### src/verilog/a8t_pkg.sv
package a8t_pkg;
    // ==========================================================
    // register byte addresses
    localparam logic [7:0] CTRL_A_ADDR = 8'hb0;
    localparam logic [7:0] COUNTER_ADDR = 8'hb4;
    localparam logic [7:0] COMPARE_ADDR = 8'hb8;
    localparam logic [7:0] FLAGS_ADDR = 8'hbc;
    localparam logic [7:0] MASK_ADDR = 8'hc0;
    localparam logic [7:0] ASYNC_ADDR = 8'hc4;
    localparam logic [7:0] GENERAL_ADDR = 8'hc8;
    // ==========================================================
    // timer_control_a fields
    localparam int FORCE_BIT = 7;
    localparam int WGM0_BIT = 6;
    localparam int COM_HI_BIT = 5;
    localparam int COM_LO_BIT = 4;
    localparam int WGM1_BIT = 3;
    localparam int CS_HI_BIT = 2;
    localparam logic [7:0] CTRL_A_RESET = 8'h00;
    localparam logic [7:0] CTRL_A_RW_MASK = 8'h7f;
    // ==========================================================
    // flag, mask, async and general fields
    localparam int OVF_BIT = 0;
    localparam int CMP_BIT = 1;
    localparam int ASYNC_SEL_BIT = 3;
    localparam int PSR_BIT = 1;
    // ==========================================================
    // counter values
    localparam logic [7:0] BOTTOM = 8'h00;
    localparam logic [7:0] MAX = 8'hff;
    // ==========================================================
    // prescaler divide masks
    localparam logic [9:0] DIV8_MASK = 10'h007;
    localparam logic [9:0] DIV32_MASK = 10'h01f;
    localparam logic [9:0] DIV64_MASK = 10'h03f;
    localparam logic [9:0] DIV128_MASK = 10'h07f;
    localparam logic [9:0] DIV256_MASK = 10'h0ff;
    localparam logic [9:0] DIV1024_MASK = 10'h3ff;
    // ==========================================================
    // waveform modes
    typedef enum logic [1:0] {
        A8T_NORMAL = 2'b00,
        A8T_PHASE = 2'b01,
        A8T_CTC = 2'b10,
        A8T_FAST = 2'b11
    } a8t_mode_type;
endpackage

### src/verilog/a8t_timer.sv
`timescale 1ns/1ps
// Functional notes
// counter and compare are 8-bit read/write
// interrupt flags in one register, each masked
// no clock selected freezes the counter
// sync clock default; async select uses crystal
// compare double-buffered in pwm modes, compared every tick
// match sets compare flag, maskable request
// bottom 0x00, max 0xff, top per mode
// ticks: stop, source, /8 /32 /64 /128 /256 /1024
// prescaler reset bit restarts prescaler phase
// software writes force zero in pwm modes
// force strobe applies compare match to output
// force sets no flag, no clear
// force bit always reads zero
// two mode bits select four modes
// counter counts up and down by mode
// output gives pwm or square wave
// normal mode wraps, overflow when becoming zero
// ctc clears on the match tick
// non-pwm toggle setting toggles on match
// async mode counter and compare writes wait for timer clock edge
module a8t_timer (
    // clock and reset
    input wire logic clk_i,
    input wire logic rst_i,
    // wishbone slave
    input wire logic cyc_i,
    input wire logic stb_i,
    input wire logic we_i,
    input wire logic [7:0] adr_i,
    input wire logic [3:0] sel_i,
    input wire logic [31:0] dat_i,
    output logic [31:0] dat_o,
    output logic ack_o,
    // crystal pins
    input wire logic crystal_in_pin_i,
    output logic crystal_out_pin_o,
    // compare output pin
    output logic compare_output_a_o,
    output logic compare_output_a_oe_o,
    // interrupt requests
    output logic compare_irq_o,
    output logic overflow_irq_o
);
    // ==========================================================
    // helpers
    function automatic logic hit(input logic [7:0] adr, input logic [7:0] off);
        hit = (adr[7:2] == off[7:2]);
    endfunction

    function automatic logic [9:0] div_mask(input logic [2:0] cs);
        unique case (cs)
            3'd2: div_mask = a8t_pkg::DIV8_MASK;
            3'd3: div_mask = a8t_pkg::DIV32_MASK;
            3'd4: div_mask = a8t_pkg::DIV64_MASK;
            3'd5: div_mask = a8t_pkg::DIV128_MASK;
            3'd6: div_mask = a8t_pkg::DIV256_MASK;
            3'd7: div_mask = a8t_pkg::DIV1024_MASK;
            default: div_mask = 10'h000;
        endcase
    endfunction

    // ==========================================================
    // state
    logic ack_q;
    logic [7:0] ctrl_q;
    logic [7:0] cnt_q;
    logic [7:0] ocr_buf_q;
    logic [7:0] ocr_act_q;
    logic [1:0] flag_q;
    logic [1:0] mask_q;
    logic async_q;
    logic [9:0] pre_q;
    logic xtal_q;
    logic xtal_prev_q;
    logic dir_up_q;
    logic block_q;
    logic pend_cnt_q;
    logic [7:0] pend_cnt_val_q;
    logic pend_ocr_q;
    logic [7:0] pend_ocr_val_q;
    logic out_q;
    logic oe_q;
    logic cmp_irq_q;
    logic ovf_irq_q;
    logic [31:0] dat_q;

    // ==========================================================
    // decode
    logic req;
    logic wr;
    logic wr_ctrl;
    logic wr_cnt;
    logic wr_ocr;
    logic wr_flag;
    logic wr_mask;
    logic wr_async;
    logic wr_gen;
    a8t_pkg::a8t_mode_type mode;
    logic [1:0] com;
    logic [2:0] cs;
    logic non_pwm;
    logic src_en;
    logic tick;
    logic match;
    logic overflow;
    logic force_cmp;
    logic cnt_load;
    logic [7:0] cnt_load_val;
    logic [7:0] top;
    logic at_bottom_next;

    assign req = cyc_i & stb_i & ~ack_q;
    assign wr = req & we_i & sel_i[0];
    assign wr_ctrl = wr & hit(adr_i, a8t_pkg::CTRL_A_ADDR);
    assign wr_cnt = wr & hit(adr_i, a8t_pkg::COUNTER_ADDR);
    assign wr_ocr = wr & hit(adr_i, a8t_pkg::COMPARE_ADDR);
    assign wr_flag = wr & hit(adr_i, a8t_pkg::FLAGS_ADDR);
    assign wr_mask = wr & hit(adr_i, a8t_pkg::MASK_ADDR);
    assign wr_async = wr & hit(adr_i, a8t_pkg::ASYNC_ADDR);
    assign wr_gen = wr & hit(adr_i, a8t_pkg::GENERAL_ADDR);

    assign mode = a8t_pkg::a8t_mode_type'({ctrl_q[a8t_pkg::WGM1_BIT],
                                           ctrl_q[a8t_pkg::WGM0_BIT]});
    assign com = ctrl_q[a8t_pkg::COM_HI_BIT:a8t_pkg::COM_LO_BIT];
    assign cs = ctrl_q[a8t_pkg::CS_HI_BIT:0];
    assign non_pwm = (mode == a8t_pkg::A8T_NORMAL) || (mode == a8t_pkg::A8T_CTC);

    // ==========================================================
    // clock source and prescaler
    // crystal edge acts as source clock enable in async mode
    assign src_en = async_q ? (xtal_q & ~xtal_prev_q) : 1'b1;
    assign tick = src_en && (cs != 3'd0)
                  && ((pre_q & div_mask(cs)) == div_mask(cs));

    always_ff @(posedge clk_i) begin
        if (rst_i) begin
            xtal_q <= 1'b0;
            xtal_prev_q <= 1'b0;
            crystal_out_pin_o <= 1'b1;
        end else begin
            xtal_q <= crystal_in_pin_i;
            xtal_prev_q <= xtal_q;
            crystal_out_pin_o <= ~xtal_q;
        end
    end

    always_ff @(posedge clk_i) begin
        if (rst_i) begin
            pre_q <= 10'h000;
        end else if (wr_gen && dat_i[a8t_pkg::PSR_BIT]) begin
            pre_q <= 10'h000;
        end else if (src_en) begin
            pre_q <= pre_q + 10'h001;
        end
    end

    // ==========================================================
    // control registers
    always_ff @(posedge clk_i) begin
        if (rst_i) begin
            ctrl_q <= a8t_pkg::CTRL_A_RESET;
            mask_q <= 2'b00;
            async_q <= 1'b0;
        end else begin
            if (wr_ctrl) begin
                ctrl_q <= dat_i[7:0] & a8t_pkg::CTRL_A_RW_MASK;
            end
            if (wr_mask) begin
                mask_q <= {dat_i[a8t_pkg::CMP_BIT], dat_i[a8t_pkg::OVF_BIT]};
            end
            if (wr_async) begin
                async_q <= dat_i[a8t_pkg::ASYNC_SEL_BIT];
            end
        end
    end

    // ==========================================================
    // pending writes for async mode
    always_ff @(posedge clk_i) begin
        if (rst_i) begin
            pend_cnt_q <= 1'b0;
            pend_cnt_val_q <= 8'h00;
            pend_ocr_q <= 1'b0;
            pend_ocr_val_q <= 8'h00;
        end else begin
            if (wr_cnt && async_q) begin
                pend_cnt_q <= 1'b1;
                pend_cnt_val_q <= dat_i[7:0];
            end else if (src_en) begin
                pend_cnt_q <= 1'b0;
            end
            if (wr_ocr && async_q) begin
                pend_ocr_q <= 1'b1;
                pend_ocr_val_q <= dat_i[7:0];
            end else if (src_en) begin
                pend_ocr_q <= 1'b0;
            end
        end
    end

    assign cnt_load = (wr_cnt && !async_q) || (pend_cnt_q && src_en);
    assign cnt_load_val = async_q ? pend_cnt_val_q : dat_i[7:0];

    // ==========================================================
    // compare register, double buffered in pwm modes
    always_ff @(posedge clk_i) begin
        if (rst_i) begin
            ocr_buf_q <= 8'h00;
        end else if (wr_ocr && !async_q) begin
            ocr_buf_q <= dat_i[7:0];
        end else if (pend_ocr_q && src_en) begin
            ocr_buf_q <= pend_ocr_val_q;
        end
    end

    always_ff @(posedge clk_i) begin
        if (rst_i) begin
            ocr_act_q <= 8'h00;
        end else if (non_pwm) begin
            ocr_act_q <= ocr_buf_q;
        end else if (tick && cnt_q == a8t_pkg::MAX
                     && (mode == a8t_pkg::A8T_FAST || dir_up_q)) begin
            ocr_act_q <= ocr_buf_q;
        end
    end

    // ==========================================================
    // counter unit
    assign top = (mode == a8t_pkg::A8T_CTC) ? ocr_act_q : a8t_pkg::MAX;

    always_ff @(posedge clk_i) begin
        if (rst_i) begin
            cnt_q <= a8t_pkg::BOTTOM;
            dir_up_q <= 1'b1;
        end else if (cnt_load) begin
            cnt_q <= cnt_load_val;
        end else if (tick) begin
            unique case (mode)
                a8t_pkg::A8T_PHASE: begin
                    if (dir_up_q) begin
                        if (cnt_q == top) begin
                            dir_up_q <= 1'b0;
                            cnt_q <= cnt_q - 8'h01;
                        end else begin
                            cnt_q <= cnt_q + 8'h01;
                        end
                    end else if (cnt_q == a8t_pkg::BOTTOM) begin
                        dir_up_q <= 1'b1;
                        cnt_q <= cnt_q + 8'h01;
                    end else begin
                        cnt_q <= cnt_q - 8'h01;
                    end
                end
                a8t_pkg::A8T_CTC: begin
                    dir_up_q <= 1'b1;
                    if (cnt_q == top) begin
                        cnt_q <= a8t_pkg::BOTTOM;
                    end else begin
                        cnt_q <= cnt_q + 8'h01;
                    end
                end
                a8t_pkg::A8T_NORMAL, a8t_pkg::A8T_FAST: begin
                    dir_up_q <= 1'b1;
                    cnt_q <= cnt_q + 8'h01;
                end
            endcase
        end
    end

    // a counter write blocks a match on the next tick
    always_ff @(posedge clk_i) begin
        if (rst_i) begin
            block_q <= 1'b0;
        end else if (cnt_load) begin
            block_q <= 1'b1;
        end else if (tick) begin
            block_q <= 1'b0;
        end
    end

    // ==========================================================
    // events and flags
    assign match = tick && !block_q && (cnt_q == ocr_act_q);
    assign overflow = tick && ((mode == a8t_pkg::A8T_PHASE)
                               ? (!dir_up_q && cnt_q == 8'h01)
                               : (cnt_q == a8t_pkg::MAX));
    assign force_cmp = wr_ctrl && dat_i[a8t_pkg::FORCE_BIT] && non_pwm;
    assign at_bottom_next = tick && cnt_q == a8t_pkg::MAX;

    // set wins over a clear-by-writing-one; force touches no flag
    always_ff @(posedge clk_i) begin
        if (rst_i) begin
            flag_q <= 2'b00;
        end else begin
            flag_q[a8t_pkg::CMP_BIT] <= match || (flag_q[a8t_pkg::CMP_BIT]
                && !(wr_flag && dat_i[a8t_pkg::CMP_BIT]));
            flag_q[a8t_pkg::OVF_BIT] <= overflow || (flag_q[a8t_pkg::OVF_BIT]
                && !(wr_flag && dat_i[a8t_pkg::OVF_BIT]));
        end
    end

    always_ff @(posedge clk_i) begin
        if (rst_i) begin
            cmp_irq_q <= 1'b0;
            ovf_irq_q <= 1'b0;
        end else begin
            cmp_irq_q <= flag_q[a8t_pkg::CMP_BIT] & mask_q[a8t_pkg::CMP_BIT];
            ovf_irq_q <= flag_q[a8t_pkg::OVF_BIT] & mask_q[a8t_pkg::OVF_BIT];
        end
    end

    // ==========================================================
    // waveform generator
    always_ff @(posedge clk_i) begin
        if (rst_i) begin
            out_q <= 1'b0;
            oe_q <= 1'b0;
        end else begin
            oe_q <= (com != 2'b00);
            if (non_pwm) begin
                if (match || force_cmp) begin
                    unique case (com)
                        2'b01: out_q <= ~out_q;
                        2'b10: out_q <= 1'b0;
                        2'b11: out_q <= 1'b1;
                        default: out_q <= out_q;
                    endcase
                end
            end else if (mode == a8t_pkg::A8T_FAST) begin
                if (match && com[1]) begin
                    out_q <= com[0];
                end else if (at_bottom_next && com[1]) begin
                    out_q <= ~com[0];
                end
            end else if (match && com[1]) begin
                out_q <= com[0] ^ ~dir_up_q;
            end
        end
    end

    assign compare_output_a_o = out_q;
    assign compare_output_a_oe_o = oe_q;
    assign compare_irq_o = cmp_irq_q;
    assign overflow_irq_o = ovf_irq_q;

    // ==========================================================
    // wishbone answer
    always_ff @(posedge clk_i) begin
        if (rst_i) begin
            ack_q <= 1'b0;
            dat_q <= 32'h0000_0000;
        end else begin
            ack_q <= req;
            if (req && !we_i) begin
                if (hit(adr_i, a8t_pkg::CTRL_A_ADDR)) begin
                    dat_q <= {24'h000000, ctrl_q & a8t_pkg::CTRL_A_RW_MASK};
                end else if (hit(adr_i, a8t_pkg::COUNTER_ADDR)) begin
                    dat_q <= {24'h000000, cnt_q};
                end else if (hit(adr_i, a8t_pkg::COMPARE_ADDR)) begin
                    dat_q <= {24'h000000, ocr_buf_q};
                end else if (hit(adr_i, a8t_pkg::FLAGS_ADDR)) begin
                    dat_q <= {30'h00000000, flag_q};
                end else if (hit(adr_i, a8t_pkg::MASK_ADDR)) begin
                    dat_q <= {30'h00000000, mask_q};
                end else if (hit(adr_i, a8t_pkg::ASYNC_ADDR)) begin
                    dat_q <= {28'h0000000, async_q, 3'h0};
                end else begin
                    dat_q <= 32'h0000_0000;
                end
            end else begin
                dat_q <= 32'h0000_0000;
            end
        end
    end

    assign ack_o = ack_q;
    assign dat_o = dat_q;
endmodule

### config.mk
export PLATFORM = sky130hd
export DESIGN_NAME = a8t_timer
export DESIGN_NICKNAME = d
export VERILOG_FILES = /design/src/verilog/a8t_pkg.sv /design/src/verilog/a8t_timer.sv
export SDC_FILE = /design/constraint.sdc
export NUM_CORES = 1
export LEC_CHECK = 0
export ABC_AREA = 1
export ABC_CLOCK_PERIOD_IN_PS = 3500
export BUFFER_PORTS_ARGS = -buffer_cell sky130_fd_sc_hd__buf_2
export CAP_MARGIN = 40
export CORE_MARGIN = 2
export CORE_UTILIZATION = 50
export CTS_BUF_LIST = sky130_fd_sc_hd__clkbuf_16
export CTS_CLUSTER_SIZE = 10
export DETAILED_ROUTE_END_ITERATION = 8
export GPL_TIMING_DRIVEN = 0
export PLACE_DENSITY = 0.74
export SYNTH_ARGS = -nofsm -noshare
export SYNTH_HDL_FRONTEND = slang
export SYNTH_SLANG_ARGS = --single-unit
### constraint.sdc
create_clock -name clk_i -period 3.5 [get_ports clk_i]
set_clock_uncertainty 0.1 [all_clocks]
set_input_delay 0.525 -clock clk_i [delete_from_list [all_inputs] [get_ports clk_i]]
set_output_delay 0.525 -clock clk_i [all_outputs]
set_load 0.05 [all_outputs]
Word-level counts from Yosys, hierarchy flattened
Index checks and enable logic that the tools add are counted.
Widths: inputs -> output; s select.
- add/subtract/negate cells: 3
- equality and inequality tests: 26
- muxes and demuxes: 38
- bitwise gates (word level): 24
- reduce and logical (&&, ||, !) cells: 55
- operator list (cell ; count):
    $mux 8 ; 14
    $pmux 10 s6 ; 1
    $eq 6x6->1 const B ; 7
    $logic_and 1x1->1 ; 24
    $pmux 8 s3 ; 1
    $eq 8x8->1 ; 2
    $mux 1 ; 16
    $and 1x1->1 ; 14
    $eq 3x3->1 const B ; 4
    $mux 4 ; 3
    $reduce_bool 2->1 ; 6
    $add 10x1->10 const B ; 1
    $and 10x10->10 ; 1
    $eq 10x10->1 ; 1
    $reduce_bool 3->1 ; 3
    $add 8x1->8 const B ; 1
    $eq 2x2->1 const B ; 4
    $eq 8x1->1 const B ; 1
    $eq 8x8->1 const B ; 1
    $logic_not 8->1 ; 1
    $not 1->1 ; 8
    $sub 8x1->8 const B ; 1
    $mux 7 ; 1
    $reduce_or 7->1 ; 1
    other kinds (14) ; 29
- flip-flop bits (word level): 106
- input bits: 50
- output and inout port bits: 38
- logic and storage cells: 171

Depth between registers and ports, before layout
- depth in word-level cells: 11
- mapped depth: 16
- gate-level depth less buffers: 16

Worst setup path after synthesis
No wires, ideal clock.
- kind: register -> register
- start: reg ack_q, in the netlist ack_o
- end: reg cnt_q[2]
- library setup time: 65 ps
- arrival: 1700 ps
- required time: 3335 ps
- setup slack: 1635 ps
- cell stages (with the launch flop): 12
- buffers on the path: 0
- period minus slack after synthesis: 1865 ps
- cells stage by stage: dfxtp_1 > nand3b_4 > nor2_4 > nand3_2 > nand2_2 > inv_2 > nand2_1 > a21oi_2 > o21ai_1 > nor2_1 > nor2_1 > nor2_1
- longest elaborated chain between the ends: 8
- elaborated cells on any way between the ends: 9
- classes of those cells: mux (1); bitwise (5); reduce/logical (3)
- RTL lines (what ; RTL line ; RTL):
    from (decl) ; a8t_timer.sv:66 ; logic ack_q;
    from (signal assigned) ; a8t_timer.sv:355 ; ack_q <= req;
    $not 1->1 (*) ; a8t_timer.sv:114 ; assign req = cyc_i & stb_i & ~ack_q;
    $and 1x1->1 (*) ; a8t_timer.sv:114 ;
    $and 1x1->1 (*) (2 in series) ; a8t_timer.sv:115 ; assign wr = req & we_i & sel_i[0];
    $and 1x1->1 (*) ; a8t_timer.sv:117 ; assign wr_cnt = wr & hit(adr_i, a8t_pkg::COUNTER_ADDR);
    $logic_and 1x1->1 (*) ; a8t_timer.sv:203 ; assign cnt_load = (wr_cnt && !async_q) || (pend_cnt_q && src_en);
    $logic_or 1x1->1 (*) ; a8t_timer.sv:203 ;
    $mux 8 or $reduce_bool 2->1 (tied branches) ; -- ;
    to (signal assigned) ; a8t_timer.sv:235 ; cnt_q <= a8t_pkg::BOTTOM;
    to (signal assigned) ; a8t_timer.sv:238 ; cnt_q <= cnt_load_val;
    to (signal assigned) ; a8t_timer.sv:245 ; cnt_q <= cnt_q - 8'h01;
    to (decl) ; a8t_timer.sv:68 ; logic [7:0] cnt_q;
Every way passes the cells marked *; elsewhere a longest branch is shown, timed or not.
A chain may end at the register's enable or synchronous reset.

Final worst setup path
- start: reg ctrl_q[6]
- end: reg cnt_q[3]
- longest elaborated chain between the ends: 8
- elaborated cells on any way between the ends: 13
- classes of those cells: eq/ne (4); mux (7); reduce/logical (2)
- RTL lines (what ; RTL line ; RTL):
    from (decl) ; a8t_timer.sv:67 ; logic [7:0] ctrl_q;
    from (signal assigned) ; a8t_timer.sv:163 ; ctrl_q <= a8t_pkg::CTRL_A_RESET;
    from (signal assigned) ; a8t_timer.sv:168 ; ctrl_q <= dat_i[7:0] & a8t_pkg::CTRL_A_RW_MASK;
    $eq 2x2->1 ; a8t_timer.sv:231, a8t_timer.sv:240 ;
    $mux 8 ; a8t_timer.sv:231 ; assign top = (mode == a8t_pkg::A8T_CTC) ? ocr_act_q : a8t_pkg::MAX;
    $eq 8x8->1 ; a8t_timer.sv:243, a8t_timer.sv:258 ;
    $mux 8 ; a8t_timer.sv:243 ; if (cnt_q == top) begin
    $mux 8 ; a8t_timer.sv:242 ; if (dir_up_q) begin
    $pmux 8 s3 (*) ; a8t_timer.sv:240 ; unique case (mode)
    $mux 8 (*) ; a8t_timer.sv:239 ; end else if (tick) begin
    $mux 8 (*) ; a8t_timer.sv:237 ; end else if (cnt_load) begin
    to (signal assigned) ; a8t_timer.sv:238 ;
    to (signal assigned) ; a8t_timer.sv:245 ;
    to (signal assigned) ; a8t_timer.sv:247 ; cnt_q <= cnt_q + 8'h01;
Every way passes the cells marked *; elsewhere a longest branch is shown, timed or not. The select of a mux whose other input is x is not followed.

==> results.cfg <==
[finish]
layout-area-overhead-vs-synth_pct = 15.3
antenna_cells = 0
post_layout_nonfiller_instances = 824
final_net_count = 771
drive_above_1_share = 0.173
nFillCells = 825
register_area_um2 = 1640
multi_input_gate_area_um2 = 2350

[critical_path]
worst_r2r_path_depth = 15
worstSetupPathType = flip-flop to flip-flop
required_ps = 3600
crit_path_top_delay_cell = sky130_fd_sc_hd__dfxtp_1
critical_path_peak_fanout = 6
cp_top_family = simple AND/OR/NAND/NOR gates
worstPathBufferInverterCount = 2
timing.reg2reg.setup_slack_ps = 1290
crit_path_end = cnt_q[3]$_SDFFE_PP0P_
worst_setup_path_start_kind = flip-flop
critical_path.reg2reg.endpoint = cnt_q[3]$_SDFFE_PP0P_
worst_setup_path_startpoint = ctrl_q[6]$_SDFFE_PP0P_
timing.critical_path.cells = inv_1, ha_1, inv_1, nand2_1, nand2_1, nor2_1, nand2_1, nor2_2, nand2_1, nand2_1, nand2_1, nand3b_1, nand2_1, nand2_1, a21oi_1
path_common_cell = sky130_fd_sc_hd__nand2_1
worstSetupEndpointType = flip-flop
number_of_gates_on_the_worst_path_with_buffers_counted = 15
cp.arrival_ps = 2310
crit-reg2reg-launch = ctrl_q[6]$_SDFFE_PP0P_
max_stage_delay_ps = 410

[power]
p_per_area_nw_per_um2 = 399
ir_worst_vdd_v = 0.000292
leakagePower_nw = 2.32

[placement]
post-dp-hpwl_mm = 9.15
port_buffers = 33
globalplace.congestion = 0.940
place_inst = 808

[synth]
yosysSeqAreaShare = 0.365
synthDistinctLibCells = 44
synth-seq-cells = 82
synthesis.area_per_instance_um2 = 6.99
syn-instance-count = 644
synthesis.yosys.warnings = 0
mappedNetlistArea_um2 = 4500

[clock_network]
clockBufferDepth = 2
clk_latency_ps = 350
cts.sink_count = 82
numCtsBuffers = 9
ctsHoldBuffers = 0
post_cts_buffers = 0
clock_tree.htree_level_count = 3
cts_resized = 0
worst_setup_hold_path_clk_slew_ps = 70
clock-root-buffer = sky130_fd_sc_hd__clkbuf_16
tritoncts = yes

[global_routing]
gr-usage-all-layers = 0.253
antenna_violations_before_repair = 0
grt_first_pass_wirelength_mm = 19.7
global_route.overflow_total = 0
grt_pass1_vias = 3973
grt_max_degree = 16

[routing]
drc = 0
routed-wl-met3_um = 859
first_iter_violations = 306
top_routing_layer_used = met4
via_per_inst = 5.31
wire_per_inst_um = 14.8
route.vias.total = 4374
count_of_tritonroute_iterations_in_the_first_routing_pass = 5
detail-route-antenna-nets = 0
met2_wirelength_mm = 5.58
drt-met1-wl_mm = 5.35
wl_mm = 12.2

[floorplan]
die-area_um2 = 9780
start_util = 0.516
num_rows = 34
design.core.area_um2 = 8720
die_height_um = 98.9
fp.dieW_um = 98.9
boundaryPins = 88

[timing]
finalSetupViolCount = 0
maxSlewHeadroom = 0.543
fmaxAchievable_mhz = 453
finalHoldViolations = 0
finalWorstPathRequiredPeriod_ps = 2210
maxSlewViolCount = 0
final_min_period_over_clock_period = 0.631
fin_setup_tns_ps = 0
worstMarginPinSlew_ps = 681
grt_setup_unrepaired = false

[status]
run_status = finished clean

[run]
drv.max_cap_violation_count = 0

[hold_path]
hold_class = input port to flip-flop
## area by class of cell
cell class	instances	area share
Buffer	43	0.0547
Clock buffer	9	0.0434
Clock inverter	7	0.0147
Inverter	83	0.0600
Multi-Input combinational cell	459	0.453
Sequential cell	82	0.316
Tap cell	108	0.0260
Timing Repair Buffer	33	0.0318
## registers in the layout, summed over array words and instances, names as in the netlist, 2 cells and up
register and cells:
ocr_act_q 8, ocr_buf_q 8, cnt_q 8, pre_q 10, pend_cnt_val_q 8, mask_q 2
ctrl_q 7, pend_ocr_val_q 8, dat_o 8, flag_q 2
## power breakdown
part,leakage (nW),total [mW],internal (mW),switching (mW)
registers,0.662,0.943,0.939,0.00414
clock network,0.148,0.966,0.560,0.406
logic,1.51,0.161,0.0425,0.119
## placed cells by master (no fill, tap or decap), types with 4 or more instances in the layout
master                      count
sky130_fd_sc_hd__conb_1        24
sky130_fd_sc_hd__clkbuf_16      9
sky130_fd_sc_hd__nor2_1        37
sky130_fd_sc_hd__o22ai_1        5
sky130_fd_sc_hd__a21oi_1       62
sky130_fd_sc_hd__nand3b_1       4
sky130_fd_sc_hd__clkbuf_1      10
sky130_fd_sc_hd__nand4_1        4
sky130_fd_sc_hd__ha_1          10
sky130_fd_sc_hd__buf_2         35
sky130_fd_sc_hd__a31oi_1       10
sky130_fd_sc_hd__o21ai_0       60
sky130_fd_sc_hd__inv_1         67
sky130_fd_sc_hd__nand2_1      147
sky130_fd_sc_hd__o21ai_1        5
sky130_fd_sc_hd__xor2_1        14
sky130_fd_sc_hd__nand2_2        6
sky130_fd_sc_hd__nor3_1        10
sky130_fd_sc_hd__buf_4         30
sky130_fd_sc_hd__inv_2         16
sky130_fd_sc_hd__nand3_1       26
sky130_fd_sc_hd__dfxtp_1       82
## Yosys cell counts, drive strengths merged
master    n  area (µm²)
o21ai    66         334
a32o      1        10.0
a41oi     1        8.76
nor4      2        12.5
nand3b    5        50.1
nand2   155         612
inv      83         312
and3      1        6.26
xor2     14         123
a311oi    1        8.76
o211ai    1        7.51
dfxtp    82        1640
a221oi    1        8.76
o21bai    1        7.51
nand3    29         168
buf      33         246
nor2     42         180
conb      1        3.75
o31ai     2        15.0
nor3     11        66.3
or2       3        18.8
nor3b     2        15.0
clkbuf   10        37.5
a21oi    65         337
ha       10         125
o22ai     5        31.3
nand4     5        37.5
a31oi    10        62.6
xnor2     2        17.5
## worst register-to-register path, stage by stage, from the launching register on
cell                       delay [ps]
sky130_fd_sc_hd__dfxtp_1          410
sky130_fd_sc_hd__inv_1            120
sky130_fd_sc_hd__ha_1             270
sky130_fd_sc_hd__inv_1             80
sky130_fd_sc_hd__nand2_1           80
sky130_fd_sc_hd__nand2_1           50
sky130_fd_sc_hd__nor2_1            90
sky130_fd_sc_hd__nand2_1           70
sky130_fd_sc_hd__nor2_2           140
sky130_fd_sc_hd__nand2_1           80
sky130_fd_sc_hd__nand2_1          100
sky130_fd_sc_hd__nand2_1          150
sky130_fd_sc_hd__nand3b_1         130
sky130_fd_sc_hd__nand2_1           90
sky130_fd_sc_hd__nand2_1           70
sky130_fd_sc_hd__a21oi_1           50
## worst min-delay path by stage
stage | from | endpoint | slack [ps] | cells after the start
after global routing | crystal_in_pin_i | xtal_q$_SDFF_PP0_ | 300 | 3
after CTS | crystal_in_pin_i | xtal_q$_SDFF_PP0_ | 280 | 3
after floorplan | xtal_q$_SDFF_PP0_ | crystal_out_pin_o$_SDFF_PP1_ | 290 | 1
final | crystal_in_pin_i | xtal_q$_SDFF_PP0_ | 280 | 3
after detailed placement | xtal_q$_SDFF_PP0_ | crystal_out_pin_o$_SDFF_PP1_ | 320 | 1
after global placement | xtal_q$_SDFF_PP0_ | crystal_out_pin_o$_SDFF_PP1_ | 300 | 1
## per-layer routing
metal,vias up,GRT usage
met5,-,0
met4,0,0.107
met3,38,0.0454
met2,185,0.400
met1,1963,0.342
li1,2188,-
## kinds of logic (layout without fill, tap and decap cells)
logic type / count (synthesis) / count (layout) / share of synthesized area
adders and majority gates: 10 / 10 / 0.0278
buffers and inverters: 126 / 175 / 0.132
and+or+nand+nor: 255 / 255 / 0.259
DFF: 82 / 82 / 0.365
xor gates and xnor gates: 16 / 16 / 0.0311
AOI/OAI and AO/OA: 154 / 154 / 0.184
other: 1 / 24 / 0.000833
## through the flow
stage                     utilization  power [mW]  hold slack [ps]  setup slack [ps]  cell area [µm²]
final                           0.595        2.07              278              1290             5190
after global placement          0.561        1.12              301              1370             4890
after global routing            0.595        2.13              295              1120             5190
after CTS                       0.595        2.08              278              1320             5190
after floorplan                     -        1.08              286              1630             4590
after detailed placement        0.561        1.12              316              1340             4890
Power figures use the tool's default switching activity.
